--- src/inc/e1s_consts.svh ---
// Constant macros for the E1 receive synchronization status bank
`ifndef E1S_CONSTS_SVH
`define E1S_CONSTS_SVH

// ----------------------------------------------------------------------------
// Clock and timing
// ----------------------------------------------------------------------------
`define E1S_CLK_MHZ 200
`define E1S_CRC4_TIMEOUT_MS 8
`define E1S_RED_ALARM_MS 100
`define E1S_CRC4_TIMEOUT_CYC (`E1S_CRC4_TIMEOUT_MS * `E1S_CLK_MHZ * 1000)
`define E1S_RED_ALARM_CYC (`E1S_RED_ALARM_MS * `E1S_CLK_MHZ * 1000)
`define E1S_TIMER_W 25

// ----------------------------------------------------------------------------
// Paging and addresses
// ----------------------------------------------------------------------------
`define E1S_PAGE_W 3
`define E1S_ADDR_W 5
`define E1S_DATA_W 8
`define E1S_STATUS_PAGE 3'h3
`define E1S_ADDR_SYNC_STATUS 5'h10
`define E1S_ADDR_TIMER 5'h12
`define E1S_ADDR_PHASE_HI 5'h13
`define E1S_ADDR_PHASE_LO 5'h14
`define E1S_ADDR_RX_FAS 5'h15
`define E1S_ADDR_RX_SIGNAL 5'h16
`define E1S_ADDR_JITTER 5'h17
`define E1S_ADDR_RX_NFAS 5'h18
`define E1S_ADDR_RX_MFAS 5'h19
`define E1S_ADDR_SPARE_BITS 5'h1a
`define E1S_ADDR_ALARM2 5'h1b
`define E1S_ADDR_RESERVED 5'h1c
`define E1S_ADDR_LINE_PEAK 5'h1d
`define E1S_ADDR_EQ_PEAK 5'h1e
`define E1S_ADDR_IDENTITY 5'h1f

// ----------------------------------------------------------------------------
// Synchronization status word fields
// ----------------------------------------------------------------------------
`define E1S_BIT_FRAME_LOSS 7
`define E1S_BIT_MF_LOSS 6
`define E1S_BIT_CRC4_LOSS 5
`define E1S_BIT_EBIT_FIRST 4
`define E1S_BIT_EBIT_SECOND 3
`define E1S_BIT_CRC4_TIMEOUT 2
`define E1S_BIT_RED_ALARM 1
`define E1S_BIT_FAR_CAPABLE 0

// ----------------------------------------------------------------------------
// Reset and read values
// ----------------------------------------------------------------------------
`define E1S_ZERO_BYTE 8'h00
`define E1S_IDENTITY_DEFAULT 8'h5a
`define E1S_TIMER_ZERO 25'h0000000
`define E1S_TIMER_ONE 25'h0000001
`define E1S_LOSS_RESET 1'b1
`define E1S_CAPABLE_RESET 1'b0

`endif

--- src/inc/e1s_pkg.sv ---
// Types shared by the E1 receive synchronization status bank
package e1s_pkg;

	// --------------------------------------------------------------------------
	// CRC-4 search supervision states
	// --------------------------------------------------------------------------
	typedef enum logic [1:0] {
		E1S_ST_FRAME_LOST = 2'b00,
		E1S_ST_CRC4_HUNT = 2'b01,
		E1S_ST_CRC4_LOCKED = 2'b10,
		E1S_ST_TIMED_OUT = 2'b11
	} e1s_search_state_type;

	// --------------------------------------------------------------------------
	// Host read request
	// --------------------------------------------------------------------------
	typedef struct packed {
		logic rd;
		logic [2:0] page;
		logic [4:0] addr;
	} e1s_host_req_type;

	// --------------------------------------------------------------------------
	// Received line alignment indications from the framer
	// --------------------------------------------------------------------------
	typedef struct packed {
		logic frame_align_loss;
		logic multiframe_align_loss;
		logic crc4_multiframe_loss;
		logic crc4_far_end_capable;
		logic multiframe_done;
		logic rx_ebit_first;
		logic rx_ebit_second;
	} e1s_line_state_type;

	// --------------------------------------------------------------------------
	// Other page 3 status words, supplied by their own blocks
	// --------------------------------------------------------------------------
	typedef struct packed {
		logic [7:0] timer_status;
		logic [7:0] phase_status_high;
		logic [7:0] phase_status_low;
		logic [7:0] rx_frame_align_signal;
		logic [7:0] rx_signal_status;
		logic [7:0] jitter_attenuator_status;
		logic [7:0] rx_non_frame_align_signal;
		logic [7:0] rx_multiframe_align_signal;
		logic [7:0] spare_bits_report;
		logic [7:0] alarm_status_second;
		logic [7:0] line_peak_level;
		logic [7:0] equalized_peak_level;
	} e1s_page3_words_type;

endpackage

--- src/rtl/e1s_status_bank.sv ---
// E1 receive synchronization status word and page 3 status read bank
`timescale 1ns/1ps
`include "e1s_consts.svh"

module e1s_status_bank
	import e1s_pkg::*;
#(
	parameter logic [24:0] CRC4_TIMEOUT_CYC = 25'(`E1S_CRC4_TIMEOUT_CYC),
	parameter logic [24:0] RED_ALARM_CYC = 25'(`E1S_RED_ALARM_CYC),
	// Identification value is arbitrary
	parameter logic [7:0] IDENTITY_CODE = `E1S_IDENTITY_DEFAULT
) (
	input wire logic i_sys_clk,
	input wire logic i_rst,
	input wire e1s_host_req_type i_host_req,
	input wire e1s_line_state_type i_line,
	input wire e1s_page3_words_type i_words,
	input wire logic i_maintenance_mode,
	input wire logic i_auto_interwork_en,
	output logic [7:0] o_rdata,
	output logic o_rdata_valid,
	output logic [7:0] o_frame_align_status,
	output logic o_force_reframe
);

	// --------------------------------------------------------------------------
	// Declarations
	// --------------------------------------------------------------------------
	e1s_search_state_type search_state;
	e1s_search_state_type next_search_state;
	logic frame_align_loss;
	logic multiframe_align_loss;
	logic crc4_multiframe_loss;
	logic crc4_far_end_capable;
	logic rx_ebit_first;
	logic rx_ebit_second;
	logic crc4_search_timeout;
	logic sustained_frame_loss_alarm;
	logic crc4_timer_run;
	logic crc4_timer_expired;
	logic red_timer_expired;
	logic timeout_event;
	logic page_hit;
	logic [7:0] status_word;
	logic [7:0] next_rdata;

	// --------------------------------------------------------------------------
	// Basic frame alignment indication
	// --------------------------------------------------------------------------
	// Registered so every bit of the word is taken at one instant
	// Reset reads as lost in host reads, but o_frame_align_status resets to all zero, which shows the frame loss bit clear
	always_ff @(posedge i_sys_clk or posedge i_rst) begin
		if (i_rst) begin
			frame_align_loss <= `E1S_LOSS_RESET;
		end else begin
			frame_align_loss <= i_line.frame_align_loss;
		end
	end

	// --------------------------------------------------------------------------
	// Multiframe alignment indication
	// --------------------------------------------------------------------------
	always_ff @(posedge i_sys_clk or posedge i_rst) begin
		if (i_rst) begin
			multiframe_align_loss <= `E1S_LOSS_RESET;
		end else begin
			multiframe_align_loss <= i_line.multiframe_align_loss;
		end
	end

	// --------------------------------------------------------------------------
	// CRC-4 multiframe alignment indication
	// --------------------------------------------------------------------------
	// Also steers the search supervisor, so it shares the one-cycle delay
	always_ff @(posedge i_sys_clk or posedge i_rst) begin
		if (i_rst) begin
			crc4_multiframe_loss <= `E1S_LOSS_RESET;
		end else begin
			crc4_multiframe_loss <= i_line.crc4_multiframe_loss;
		end
	end

	// --------------------------------------------------------------------------
	// Far end CRC-4 capability
	// --------------------------------------------------------------------------
	// Assumed not capable until the framer says otherwise
	always_ff @(posedge i_sys_clk or posedge i_rst) begin
		if (i_rst) begin
			crc4_far_end_capable <= `E1S_CAPABLE_RESET;
		end else begin
			crc4_far_end_capable <= i_line.crc4_far_end_capable;
		end
	end

	// --------------------------------------------------------------------------
	// E-bit capture
	// --------------------------------------------------------------------------
	e1s_ebit_capture u_ebit (
		.i_sys_clk(i_sys_clk),
		.i_rst(i_rst),
		.i_multiframe_done(i_line.multiframe_done),
		.i_rx_ebit_first(i_line.rx_ebit_first),
		.i_rx_ebit_second(i_line.rx_ebit_second),
		.o_rx_ebit_first(rx_ebit_first),
		.o_rx_ebit_second(rx_ebit_second)
	);

	// --------------------------------------------------------------------------
	// CRC-4 search supervision
	// --------------------------------------------------------------------------
	// Timer runs only while basic alignment holds and CRC-4 is still sought
	assign crc4_timer_run = (search_state == E1S_ST_CRC4_HUNT) && !frame_align_loss &&
		crc4_multiframe_loss;

	e1s_timer #(
		.LIMIT(CRC4_TIMEOUT_CYC)
	) u_crc4_timer (
		.i_sys_clk(i_sys_clk),
		.i_rst(i_rst),
		.i_run(crc4_timer_run),
		.o_expired(crc4_timer_expired)
	);

	assign timeout_event = (search_state == E1S_ST_CRC4_HUNT) && crc4_timer_run &&
		crc4_timer_expired;

	always_comb begin
		next_search_state = search_state;
		unique case (search_state)
			E1S_ST_FRAME_LOST: begin
				// Basic alignment detected starts the 8 ms window
				if (!frame_align_loss) begin
					next_search_state = E1S_ST_CRC4_HUNT;
				end
			end
			E1S_ST_CRC4_HUNT: begin
				if (frame_align_loss) begin
					next_search_state = E1S_ST_FRAME_LOST;
				end else if (!crc4_multiframe_loss) begin
					next_search_state = E1S_ST_CRC4_LOCKED;
				end else if (timeout_event) begin
					next_search_state = E1S_ST_TIMED_OUT;
				end
			end
			E1S_ST_CRC4_LOCKED: begin
				if (frame_align_loss) begin
					next_search_state = E1S_ST_FRAME_LOST;
				end else if (crc4_multiframe_loss) begin
					next_search_state = E1S_ST_CRC4_HUNT;
				end
			end
			E1S_ST_TIMED_OUT: begin
				if (frame_align_loss) begin
					next_search_state = E1S_ST_FRAME_LOST;
				end else if (!crc4_multiframe_loss) begin
					next_search_state = E1S_ST_CRC4_LOCKED;
				end
			end
		endcase
	end

	always_ff @(posedge i_sys_clk or posedge i_rst) begin
		if (i_rst) begin
			search_state <= E1S_ST_FRAME_LOST;
		end else begin
			search_state <= next_search_state;
		end
	end

	// --------------------------------------------------------------------------
	// CRC-4 timeout flag
	// --------------------------------------------------------------------------
	// Set wins over clear; held until CRC-4 locks or basic frame alignment is lost
	always_ff @(posedge i_sys_clk or posedge i_rst) begin
		if (i_rst) begin
			crc4_search_timeout <= 1'b0;
		end else if (timeout_event) begin
			crc4_search_timeout <= 1'b1;
		end else if (frame_align_loss || !crc4_multiframe_loss) begin
			crc4_search_timeout <= 1'b0;
		end
	end

	// --------------------------------------------------------------------------
	// Forced reframe
	// --------------------------------------------------------------------------
	// One pulse per timeout in maintenance mode; interworking mode keeps the alignment instead
	always_ff @(posedge i_sys_clk or posedge i_rst) begin
		if (i_rst) begin
			o_force_reframe <= 1'b0;
		end else begin
			o_force_reframe <= timeout_event && i_maintenance_mode &&
				!i_auto_interwork_en;
		end
	end

	// --------------------------------------------------------------------------
	// Sustained frame loss alarm
	// --------------------------------------------------------------------------
	// Timer restarts on any moment of alignment, so the loss must be unbroken
	e1s_timer #(
		.LIMIT(RED_ALARM_CYC)
	) u_red_timer (
		.i_sys_clk(i_sys_clk),
		.i_rst(i_rst),
		.i_run(frame_align_loss),
		.o_expired(red_timer_expired)
	);

	always_ff @(posedge i_sys_clk or posedge i_rst) begin
		if (i_rst) begin
			sustained_frame_loss_alarm <= 1'b0;
		end else if (!frame_align_loss) begin
			sustained_frame_loss_alarm <= 1'b0;
		end else if (red_timer_expired) begin
			sustained_frame_loss_alarm <= 1'b1;
		end
	end

	// --------------------------------------------------------------------------
	// Synchronization status word
	// --------------------------------------------------------------------------
	always_comb begin
		status_word = `E1S_ZERO_BYTE;
		status_word[`E1S_BIT_FRAME_LOSS] = frame_align_loss;
		status_word[`E1S_BIT_MF_LOSS] = multiframe_align_loss;
		status_word[`E1S_BIT_CRC4_LOSS] = crc4_multiframe_loss;
		status_word[`E1S_BIT_EBIT_FIRST] = rx_ebit_first;
		status_word[`E1S_BIT_EBIT_SECOND] = rx_ebit_second;
		status_word[`E1S_BIT_CRC4_TIMEOUT] = crc4_search_timeout;
		status_word[`E1S_BIT_RED_ALARM] = sustained_frame_loss_alarm;
		status_word[`E1S_BIT_FAR_CAPABLE] = crc4_far_end_capable;
	end

	always_ff @(posedge i_sys_clk or posedge i_rst) begin
		if (i_rst) begin
			o_frame_align_status <= `E1S_ZERO_BYTE;
		end else begin
			o_frame_align_status <= status_word;
		end
	end

	// --------------------------------------------------------------------------
	// Host read decode
	// --------------------------------------------------------------------------
	// Pure multiplexer: nothing here feeds back into the status state
	assign page_hit = (i_host_req.page == `E1S_STATUS_PAGE);

	always_comb begin
		next_rdata = `E1S_ZERO_BYTE;
		if (page_hit) begin
			unique case (i_host_req.addr)
				`E1S_ADDR_SYNC_STATUS: next_rdata = status_word;
				`E1S_ADDR_TIMER: next_rdata = i_words.timer_status;
				`E1S_ADDR_PHASE_HI: next_rdata = i_words.phase_status_high;
				`E1S_ADDR_PHASE_LO: next_rdata = i_words.phase_status_low;
				`E1S_ADDR_RX_FAS: next_rdata = i_words.rx_frame_align_signal;
				`E1S_ADDR_RX_SIGNAL: next_rdata = i_words.rx_signal_status;
				`E1S_ADDR_JITTER: next_rdata = i_words.jitter_attenuator_status;
				`E1S_ADDR_RX_NFAS: next_rdata = i_words.rx_non_frame_align_signal;
				`E1S_ADDR_RX_MFAS: next_rdata = i_words.rx_multiframe_align_signal;
				`E1S_ADDR_SPARE_BITS: next_rdata = i_words.spare_bits_report;
				`E1S_ADDR_ALARM2: next_rdata = i_words.alarm_status_second;
				`E1S_ADDR_RESERVED: next_rdata = `E1S_ZERO_BYTE;
				`E1S_ADDR_LINE_PEAK: next_rdata = i_words.line_peak_level;
				`E1S_ADDR_EQ_PEAK: next_rdata = i_words.equalized_peak_level;
				`E1S_ADDR_IDENTITY: next_rdata = IDENTITY_CODE;
				default: next_rdata = `E1S_ZERO_BYTE;
			endcase
		end
	end

	// --------------------------------------------------------------------------
	// Read data register
	// --------------------------------------------------------------------------
	// Data holds between reads; no write port exists, so writes have no path
	always_ff @(posedge i_sys_clk or posedge i_rst) begin
		if (i_rst) begin
			o_rdata <= `E1S_ZERO_BYTE;
		end else if (i_host_req.rd) begin
			o_rdata <= next_rdata;
		end
	end

	always_ff @(posedge i_sys_clk or posedge i_rst) begin
		if (i_rst) begin
			o_rdata_valid <= 1'b0;
		end else begin
			o_rdata_valid <= i_host_req.rd;
		end
	end

endmodule

--- src/rtl/e1s_timer.sv ---
// Saturating run timer that flags a continuous run of LIMIT cycles
`timescale 1ns/1ps
`include "e1s_consts.svh"

module e1s_timer
	import e1s_pkg::*;
#(
	parameter logic [24:0] LIMIT = 25'h0000010
) (
	input wire logic i_sys_clk,
	input wire logic i_rst,
	input wire logic i_run,
	output logic o_expired
);

	logic [`E1S_TIMER_W-1:0] count;

	// --------------------------------------------------------------------------
	// Counter
	// --------------------------------------------------------------------------
	// Restarts from zero whenever the run condition drops
	always_ff @(posedge i_sys_clk or posedge i_rst) begin
		if (i_rst) begin
			count <= `E1S_TIMER_ZERO;
		end else if (!i_run) begin
			count <= `E1S_TIMER_ZERO;
		end else if (count != LIMIT) begin
			count <= count + `E1S_TIMER_ONE;
		end
	end

	// --------------------------------------------------------------------------
	// Expiry flag
	// --------------------------------------------------------------------------
	always_ff @(posedge i_sys_clk or posedge i_rst) begin
		if (i_rst) begin
			o_expired <= 1'b0;
		end else if (!i_run) begin
			o_expired <= 1'b0;
		end else if (count == LIMIT - `E1S_TIMER_ONE) begin
			o_expired <= 1'b1;
		end
	end

endmodule

--- src/rtl/e1s_ebit_capture.sv ---
// Holds the two E-bits of the last completed multiframe
`timescale 1ns/1ps
`include "e1s_consts.svh"

module e1s_ebit_capture
	import e1s_pkg::*;
(
	input wire logic i_sys_clk,
	input wire logic i_rst,
	input wire logic i_multiframe_done,
	input wire logic i_rx_ebit_first,
	input wire logic i_rx_ebit_second,
	output logic o_rx_ebit_first,
	output logic o_rx_ebit_second
);

	// --------------------------------------------------------------------------
	// Capture
	// --------------------------------------------------------------------------
	// Both bits change together so a read never mixes two multiframes
	always_ff @(posedge i_sys_clk or posedge i_rst) begin
		if (i_rst) begin
			o_rx_ebit_first <= 1'b0;
			o_rx_ebit_second <= 1'b0;
		end else if (i_multiframe_done) begin
			o_rx_ebit_first <= i_rx_ebit_first;
			o_rx_ebit_second <= i_rx_ebit_second;
		end
	end

endmodule

--- config.mk ---
export PLATFORM = sky130hd
export DESIGN_NAME = e1s_status_bank
export DESIGN_NICKNAME = d
export VERILOG_FILES = /design/src/inc/e1s_pkg.sv /design/src/rtl/e1s_status_bank.sv /design/src/rtl/e1s_timer.sv /design/src/rtl/e1s_ebit_capture.sv
export VERILOG_INCLUDE_DIRS = /design/src /design/src/inc
export SDC_FILE = /design/constraint.sdc
export NUM_CORES = 1
export LEC_CHECK = 0
export BUFFER_PORTS_ARGS = -buffer_cell sky130_fd_sc_hd__buf_2
export CORE_ASPECT_RATIO = 0.5
export CORE_MARGIN = 2
export CORE_UTILIZATION = 40
export DETAILED_ROUTE_END_ITERATION = 12
export SETUP_SLACK_MARGIN = 0.5
export SYNTH_ARGS = -nofsm -noshare
export SYNTH_HDL_FRONTEND = slang
export SYNTH_SLANG_ARGS = --single-unit
--- constraint.sdc ---
create_clock -name i_sys_clk -period 3.65 [get_ports i_sys_clk]
set_input_delay 0.5475 -clock i_sys_clk [delete_from_list [all_inputs] [get_ports i_sys_clk]]
set_output_delay 0.5475 -clock i_sys_clk [all_outputs]
set_load 0.01 [all_outputs]
==> results of run 1 <==
## logic make-up after synthesis
family / count (synthesis) / share of synthesized area
and+or+nand+nor: 210 / 0.276
muxes: 17 / 0.0375
AOI/OAI and AO/OA: 80 / 0.128
DFF: 80 / 0.430
buffers and inverters: 34 / 0.0367
adders and majority gates: 4 / 0.0107
xor gates and xnor gates: 43 / 0.0807
## cell usage after synthesis (all sizes together) (3+ instances only)
cell type and number:
nand3 24, xnor2 17, nor2 47, dfrtp 77, nor4b 6, a211oi 4, buf 12, a31oi 3
mux2i 13, ha 4, a22oi 13, clkbuf 7, a21oi 7, mux2 4, inv 14, a221oi 4
and3 6, nor4 10, xor2 26, a221o 3, nand3b 6, nand2 29, a22o 4, a2111oi 3
and4 8, or3 5, o21ai 10, o21a 3, a32oi 7, nor2b 4, and2 21, nand2b 5
dfstp 3, nand4 14, nor3 17, a21boi 4
## path summary, 6_finish.rpt
path,end,cells after the start
setup / recovery,u_crc4_timer.count[2]$_DFFE_PP0P_,5
hold / removal,multiframe_align_loss$_DFF_PP1_,1
setup reg to reg,u_crc4_timer.count[2]$_DFFE_PP0P_,5
hold reg to reg,o_frame_align_status[0]$_DFF_PP0_,0
max in group asynchronous,multiframe_align_loss$_DFF_PP1_,3
min in group asynchronous,o_frame_align_status[2]$_DFF_PP0_,2
## metal layers
metal  vias to the layer above  track usage
li1                       1975            -
met1                      2048        0.268
met2                       110        0.369
met3                        20       0.0443
met4                         0       0.0661
met5                         -            0
## power groups by stage
stage	Sequential, µW	Combinational [µW]	Clock, µW
6_report	918	196	1120
3_5_place_dp	935	195	0
2_1_floorplan	931	99.3	0
3_3_place_gp	934	195	0
4_1_cts	919	196	1140
5_1_grt	921	216	1190
## registers in the layout, indices dropped and copies added, names as in the netlist, 2 cells and up
register	count
u_red_timer.count	25
o_rdata	8
u_crc4_timer.count	25
search_state	2
o_frame_align_status	8
## worst reg2reg max path: cells and delay by family, from the launching register on
family / cells / cell delay, ps
simple gates: 3 / 840
compound gates: 1 / 570
xor+xnor: 1 / 180
flops: 1 / 530
## stage by stage
stage / instance area (µm²) / setup slack, ps / cells / util
CTS: 5800 / 1320 / 759 / 0.519
global route: 5800 / 1070 / 759 / 0.519
detailed placement: 5430 / 1340 / 743 / 0.486
global placement: 5430 / 1340 / 743 / 0.486
finish: 5800 / 1390 / 759 / 0.519
floorplan: 4670 / 1060 / 468 / -
## area by class of cell
| class | count | area [µm²] |
|---|---|---|
| sequential | 80 | 2010 |
| tap | 159 | 199 |
| fill | 1051 | 5380 |
| clock buffer | 9 | 225 |
| clock inverter | 7 | 143 |
| inverter | 15 | 57.6 |
| multi-input combinational | 354 | 2490 |
| timing repair buffer | 135 | 681 |
## placed cells by master (no fill, tap or decap), types with 4 or more instances in the layout
cell type | netlist | routed
buf_2 | 5 | 133
dfrtp_1 | 77 | 77
nor2_1 | 45 | 45
nand2_1 | 29 | 29
xor2_1 | 26 | 26
nand3_1 | 22 | 22
and2_1 | 21 | 21
xnor2_1 | 17 | 17
nand4_1 | 13 | 13
inv_1 | 14 | 13
a22oi_1 | 13 | 13
mux2i_1 | 13 | 13
nor3_1 | 11 | 11
o21ai_0 | 9 | 9
clkbuf_16 | 0 | 9
a21oi_1 | 7 | 7
a32oi_1 | 7 | 7
and3_1 | 6 | 6
and4_1 | 6 | 6
nor4b_1 | 6 | 6
or3_1 | 5 | 5
nor3_2 | 5 | 5
nand3b_1 | 5 | 5
nand2b_1 | 4 | 4
nor2b_1 | 4 | 4
nor4_1 | 4 | 4
nor4_2 | 4 | 4
mux2_2 | 4 | 4
a211oi_1 | 4 | 4
a221oi_1 | 4 | 4
a22o_1 | 4 | 4
ha_1 | 4 | 4
bufinv_16 | 0 | 4
==> flow_summary.yaml, run 1 <==
global_route:
  grt_usage: 0.213
  antenna_found_initial: 0
  grt_remaining_overflow: 0
  grt_pass1_wl_um: 20800
  grt_pass1_vias: 4055
  grt_start_max_net_pins: 46
cells_and_area:
  antenna_cells: 0
  final_nets: 715
  area_growth_pct: 24.3
  drive_above_1_share: 0.305
drt:
  drtPass1Iterations: 4
  highest_layer: "met4"
  wl_um: 13200
  first_iter_violations: 314
  drtAntennaViolNets: 0
  drcViolationCount: 0
  wl_met3_um: 602
  post_drt_wl_per_cell_um: 17.4
  met1_length_um: 5630
  vias_per_cell: 5.47
  route.met2.wl_um: 6720
  vias: 4153
clock_tree:
  cts_tree: "done"
  cts_buffers: 9
  htreeDepth: 3
  postCtsSetupBuffers: 0
  clk_pin_slew_ps: 60
  cts.sinks: 80
  hold_buffers: 0
  clk_latency_ps: 340
  cts_root_buffer: "clkbuf_16"
  clockBufferDepth: 2
  post_cts_resized: 0
logic_synthesis:
  syn_area_mm2: 0.00467
  yosysTopAreaCell: "dfrtp_1"
  yosysSeqAreaShare: 0.430
  syn_avg_cell_area_um2: 9.97
  synth_nets: 588
  ys_seq_elements: 80
  async_flop_share: 1.00
  synth_ff_type: "dfrtp_1"
  netlist_instances: 468
  synth_top_area_share: 0.413
  synth_warnings: 0
  synth_edf_count: 0
  synth_cell_types: 69
  netlist_top_cells_area: "dfrtp_1 41%, xor2_1 4.9%, nor2_1 3.6%, xnor2_1 3.2%, and2_1 2.8%"
critical_path:
  cpPeakStageDelay_ps: 560
  crit_type: "register to register"
  r2r-start: "frame_align_loss$_DFF_PP1_"
  critPathLaunchType: "register"
  path_buf_inv: 0
  cp_data_required_time_ps: 3850
  arrival_ps: 2460
  r2r_slack_ps: 1390
  crit_start: "frame_align_loss$_DFF_PP1_"
  endpoint_kind: "register"
  worstPathCellList: "nor2b_1, nand3b_2, o41ai_1, xor2_1, nor2_1"
  cpMaxStageDelayCell: "o41ai_1"
  critPathMaxFanout: 32
  cpLargestDelayFamily: "simple AND/OR/NAND/NOR gates"
power_and_ir_drop:
  total_power_uw: 2230
  switchingPower_uw: 500
  p_sw_frac: 0.224
  pwr-share-clk: 0.500
  seq_power_share: 0.412
  ir_drop_v: 0.000279
  intPower_uw: 1730
  leakage_uw: 0.00259
  p_per_area_mw_per_mm2: 385
  combinationalPowerShare: 0.088
timing:
  max_freq_mhz: 443
  worst_pin_slew_ps: 763
  holdWs_ps: 306
  finalCriticalPeriod_ps: 2260
  fin_crit_sh: 0.619
  setup_viol: 0
  finalClockSkew_ps: 8.14
  drv_slew: 0
  rsz0062_at_grt: "false"
  timing_hold_violations_final: 0
  slew_headroom: 0.490
  finalSetupTns_ps: 0
floorplan:
  design.core.area_mm2: 0.0112
  die_y_um: 80.4
  start_util: 0.417
  die-width_um: 157
  ioPinCount: 134
  row_count: 27
  die_area_mm2: 0.0126
job:
  cap_violations: 0
worst_hold_path:
  min_from: "i_line[5]"
  hp-class: "input port to register"
place:
  gp_congestion: 0.878
  hpwlAfterDp_um: 9750
  numPortBuffers: 133
run_status:
  status: "complete, no violations"
Power figures use the tool's default switching activity.
==> inputs of run 2 (changes only) <==
ABC_AREA = 1   (was unset)
clock period = 2.1 ns   (was 3.65 ns; I/O delays follow)
==> flow_summary.yaml, run 2 <==
critical_path:
  arrival_ps: 1820
  cpMaxStageDelayCell: "dfrtp_1"
  path_buf_inv: 1
  cpMostUsedCell: "nor2_4"
  reg2reg_depth: 8
  critPathLaunchType: "register"
  cpLargestDelayFamily: "simple AND/OR/NAND/NOR gates"
  cp_data_required_time_ps: 2330
  cpPeakStageDelay_ps: 380
  worstSetupPathDepth: 8
  crit_type: "register to register"
  endpoint_kind: "register"
  worstPathCellList: "ha_2, nand2_2, nor2_4, inv_2, nor2_4, nand4_1, nor3b_2, nor2_1"
  critPathMaxFanout: 5
floorplan:
  design.core.area_mm2: 0.0120
  die-width_um: 162
  start_util: 0.416
  die_area_mm2: 0.0134
  ioPinCount: 134
  row_count: 28
  die_y_um: 82.9
timing:
  slew_headroom: 0.720
  finalSetupTns_ps: 0
  setup_viol: 0
  drv_slew: 0
  timing_hold_violations_final: 0
  worst_pin_slew_ps: 419
  fin_crit_sh: 0.758
  finalCriticalPeriod_ps: 1590
  holdWs_ps: 72.0
  max_freq_mhz: 628
  finalClockSkew_ps: 5.60
  rsz0062_at_grt: "true"
cells_and_area:
  layout_commonest_cell: "nand2_1"
  register_area_mm2: 0.00201
  drive_above_1_share: 0.241
  antenna_cells: 0
  fill_cells: 1202
  stdcell_count: 1065
  final_nets: 1015
  top_regs: "u_crc4_timer.count x25, u_red_timer.count x25"
  area_growth_pct: 29.3
  final_cell_mix: "208 x nand2_1, 133 x buf_2, 114 x nor2_1"
  multi_input_area_mm2: 0.00274
global_route:
  grt_remaining_overflow: 0
  grt_pass1_wl_um: 25700
  grt_start_max_net_pins: 81
  grt_usage: 0.238
  grt_pass1_vias: 5066
  antenna_found_initial: 0
logic_synthesis:
  synth_top_area_share: 0.386
  synth_cell_types: 35
  yosysSeqAreaShare: 0.402
  netlist_instances: 743
  ys_top_cells_by_count: "211 x nand2_1, 121 x nor2_1, 89 x nand3_1"
  synth_edf_count: 0
  synth_ff_type: "dfrtp_1"
  yosysTopAreaCell: "dfrtp_1"
  synth_most_common_cell: "nand2_1"
  syn_area_mm2: 0.00499
  syn_avg_cell_area_um2: 6.71
  synth_nets: 863
  async_flop_share: 1.00
  synth_warnings: 0
  netlist_top_cells_area: "dfrtp_1 39%, nand2_1 16%, nor2_1 9.1%, nand3_1 8.9%, inv_1 5.8%"
  ys_seq_elements: 80
place:
  numPortBuffers: 133
  gp_congestion: 0.946
  hpwlAfterDp_um: 12300
  placed_cells: 1042
run_status:
  status: "complete, no violations"
drt:
  drtAntennaViolNets: 0
  wl_um: 15900
  post_drt_wl_per_cell_um: 14.9
  vias: 5432
  vias_per_cell: 5.10
  drtPass1Iterations: 5
  first_iter_violations: 514
  drcViolationCount: 0
power_and_ir_drop:
  p_sw_frac: 0.243
  seq_power_share: 0.420
  combinationalPowerShare: 0.126
  leakage_uw: 0.00318
  ir_drop_v: 0.000431
  switchingPower_uw: 943
  p_per_area_mw_per_mm2: 602
  intPower_uw: 2940
  pwr-share-clk: 0.454
  total_power_uw: 3880
clock_tree:
  cts_tree: "done"
  hold_buffers: 0
  clk_latency_ps: 340
  cts.sinks: 80
  htreeDepth: 3
  clk_pin_slew_ps: 60
  cts_buffers: 9
  cts_root_buffer: "clkbuf_16"
  clockBufferDepth: 2
worst_hold_path:
  hp-class: "input port to register"
  min_delay_path_depth: 1
job:
  cap_violations: 0
[run 2: cell types whose count changed after synthesis, moves of 12 or more]
cell,delta
a21oi_1,+14
a22oi_1,-13
and2_1,-21
inv_1,+63
mux2i_1,-13
nand2_1,+182
nand3_1,+67
nand4_1,+22
nor2_1,+76
o21ai_0,+22
xnor2_1,-12
xor2_1,-23
[run 2: power by group through the flow]
stage / sequential [µW] / combinational [µW] / clock (µW)
4_1_cts: 1620 / 471 / 1810
3_5_place_dp: 1650 / 467 / 0
6_report: 1630 / 489 / 1760
2_1_floorplan: 1650 / 237 / 0
3_3_place_gp: 1650 / 469 / 0
5_1_grt: 1640 / 547 / 1870
[run 2: layout make-up]
| cell class | count | area share |
|---|---|---|
| multi-input combinational | 569 | 0.425 |
| sequential | 80 | 0.312 |
| timing repair buffer | 155 | 0.132 |
| inverter | 80 | 0.0475 |
| clock buffer | 10 | 0.0355 |
| tap | 165 | 0.0320 |
| clock inverter | 6 | 0.0167 |
[run 2: layer usage]
metal	share of wire	routed length, µm	global-route usage	vias up
li1	-	-	-	2730
met1	0.46	7320	0.330	2509
met2	0.46	7280	0.388	178
met3	0.072	1140	0.0480	15
met4	0.011	171	0.0515	0
met5	0	0	0	-
[run 2: through the flow]
stage	util	area (µm²)	worst slack, ps
2_1_floorplan	-	4990	585
3_3_place_gp	0.494	5920	408
3_5_place_dp	0.494	5920	313
4_1_cts	0.527	6310	479
5_1_grt	0.538	6450	393
6_report	0.538	6450	509
[run 2: timing repair]
item | 4_1_cts | 5_1_grt
endpoints found under the setup margin | 14 | 34
pin swaps | 3 | 14
resized for setup | 7 | 36
buffers inserted | 3 | 4
gates cloned | 0 | 0
[run 2: worst reg2reg max path, delay by kind of cell (launching register included)]
family | cells | cell delay [ps]
flip-flops | 1 | 380
adder cells (fa/ha/maj) | 1 | 200
AND/OR/NAND/NOR | 6 | 840
buffers and inverters | 1 | 70
[run 2: cells by family (layout without fill, tap and decap cells)]
logic type / count (synthesis) / count (layout) / share of synthesized area
AOI/OAI and AO/OA: 60 / 60 / 0.0655
xor gates and xnor gates: 8 / 8 / 0.0141
adders and majority gates: 4 / 4 / 0.0100
buffers and inverters: 94 / 251 / 0.0735
DFF: 80 / 80 / 0.402
and+or+nand+nor: 497 / 497 / 0.435
[run 2: path summary, 6_finish.rpt]
path                                                           from  slack (ps)                            endpoint
worst max-delay path              u_crc4_timer.count[1]$_DFFE_PP0P_         510  u_crc4_timer.count[22]$_DFFE_PP0P_
worst min-delay path                                      i_line[5]          70     multiframe_align_loss$_DFF_PP1_
worst max register to register    u_crc4_timer.count[1]$_DFFE_PP0P_         510  u_crc4_timer.count[22]$_DFFE_PP0P_
worst min register to register  u_ebit.o_rx_ebit_second$_DFFE_PP0P_         370   o_frame_align_status[3]$_DFF_PP0_
max in group asynchronous                                     i_rst        1650   u_crc4_timer.count[8]$_DFFE_PP0P_
min in group asynchronous                                     i_rst         100   o_frame_align_status[7]$_DFF_PP0_
==> inputs of run 3 (changes only) <==
clock period = 1.6 ns   (was 2.1 ns; I/O delays follow)
==> flow_summary.yaml, run 3 (same netlist as run 2, synthesis figures left out) <==
run_status:
  status: "complete, no violations"
timing:
  finalClockSkew_ps: 10.9
  layout_setup_ws_ps: 67.9
  rsz0062_at_grt: "true"
  max_freq_mhz: 653
  worst_pin_slew_ps: 548
  fin_crit_sh: 0.958
  setup_viol: 0
  finalSetupTns_ps: 0
  timing_hold_violations_final: 0
  slew_headroom: 0.635
  finalCriticalPeriod_ps: 1530
  drv_slew: 0
critical_path:
  crit_type: "register to register"
  cpPeakStageDelay_ps: 370
  critPathLaunchType: "register"
  reg2reg_depth: 9
  cpMaxStageDelayCell: "dfrtp_1"
  r2r_slack_ps: 70
  r2r-start: "u_crc4_timer.count[1]$_DFFE_PP0P_"
  worstPathCellList: "ha_2, nand2_2, nor2_4, inv_2, nor2_4, nand4_1, buf_4, nor2_1, nor2_2"
  path_buf_inv: 2
  timing.rr.end: "u_crc4_timer.count[18]$_DFFE_PP0P_"
  cpMostUsedCell: "nor2_4"
  critPathMaxFanout: 5
  cp_data_required_time_ps: 1830
  endpoint_kind: "register"
  cpLargestDelayFamily: "simple AND/OR/NAND/NOR gates"
  arrival_ps: 1770
clock_tree:
  cts_buffers: 9
  clk_pin_slew_ps: 70
  clockBufferDepth: 2
  clk_latency_ps: 350
  htreeDepth: 3
  cts_root_buffer: "clkbuf_16"
  cts.sinks: 80
  cts_tree: "done"
global_route:
  grt_usage: 0.273
  grt_remaining_overflow: 0
  grt_pass1_wl_um: 29100
  grt_start_max_net_pins: 42
  grt_pass1_vias: 5837
  antenna_found_initial: 0
cells_and_area:
  area_growth_pct: 69.3
  final_nets: 1123
  layout_commonest_cell: "nand2_1"
  top_regs: "u_crc4_timer.count x25, u_red_timer.count x25"
  final_cell_mix: "166 x nand2_1, 124 x buf_2, 77 x nor2_1"
  drive_above_1_share: 0.471
  fin_util: 0.705
drt:
  drtAntennaViolNets: 0
  drtPass1Iterations: 5
  vias: 6273
  wl_um: 20300
  first_iter_violations: 553
  post_drt_wl_per_cell_um: 17.3
  drcViolationCount: 0
  vias_per_cell: 5.34
floorplan:
  design.core.area_mm2: 0.0120
  start_util: 0.416
  die-width_um: 162
  ioPinCount: 134
  die_y_um: 82.9
  die_area_mm2: 0.0134
  row_count: 28
place:
  hpwlAfterDp_um: 12600
  numPortBuffers: 133
  pre_cts_slack_ps: -212
  gp_congestion: 0.961
power_and_ir_drop:
  total_power_uw: 5620
  p_per_area_mw_per_mm2: 666
  ir_drop_v: 0.000548
  leakage_uw: 0.00409
worst_hold_path:
  hp-class: "input port to async pin"
job:
  cap_violations: 0
run 3: layer usage:
metal | GRT usage | part of all wire | up-vias
met3 | 0.0524 | 0.049 | 69
li1 | - | - | 2956
met2 | 0.487 | 0.52 | 242
met1 | 0.332 | 0.40 | 3006
met4 | 0.0869 | 0.028 | 0
met5 | 0 | 0 | -
run 3: tightest hold or removal path, delay by kind of cell:
family	cells	cell delay (ps)
buffers and inverters	3	590
run 3: final cells by class:
| type | count | area (µm²) |
|---|---|---|
| diodes | 1 | 2.50 |
| clock buffers | 11 | 233 |
| clock inverters | 5 | 81.3 |
| fillers | 952 | 3540 |
| inverters | 80 | 332 |
| multi-input cells | 569 | 3440 |
| flip-flops and latches | 80 | 2020 |
| well taps | 165 | 206 |
| repair buffers | 263 | 2120 |
run 3: timing repair:
action                                  4_1_cts  5_1_grt
hold buffers                                  4        0
endpoints found under the setup margin       72       76
resized for setup                           142      136
pin swaps                                    75       88
endpoints found under the hold margin         4        0
buffers inserted                             53       37
cloned                                        3        3
run 3: how the worst max path moves through the flow:
stage	start	endpoint	slack [ps]	cells after the start
after floorplan	u_crc4_timer.count[0]$_DFFE_PP0P_	u_crc4_timer.count[22]$_DFFE_PP0P_	230	8
after global placement	i_host_req[0]	o_rdata[5]$_DFFE_PP0P_	-180	8
after detailed placement	i_host_req[0]	o_rdata[5]$_DFFE_PP0P_	-210	8
after CTS	u_crc4_timer.count[1]$_DFFE_PP0P_	u_crc4_timer.count[24]$_DFFE_PP0P_	120	9
after global routing	u_crc4_timer.count[1]$_DFFE_PP0P_	u_crc4_timer.count[18]$_DFFE_PP0P_	-50	9
final	u_crc4_timer.count[1]$_DFFE_PP0P_	u_crc4_timer.count[18]$_DFFE_PP0P_	70	9
run 3: per-stage QoR:
stage	hold WS (ps)	area, µm²	cells
after floorplan	244	5160	743
after global placement	346	6210	1057
after detailed placement	346	6210	1057
after CTS	42.4	7570	1133
after global routing	45.4	8440	1173
final	44.5	8440	1174
run 3: report_power, final:
| group | internal (µW) | switching, µW | total [µW] |
|---|---|---|---|
| Combinational | 590 | 607 | 1200 |
| Sequential | 2090 | 71.6 | 2160 |
| Clock | 1370 | 895 | 2270 |
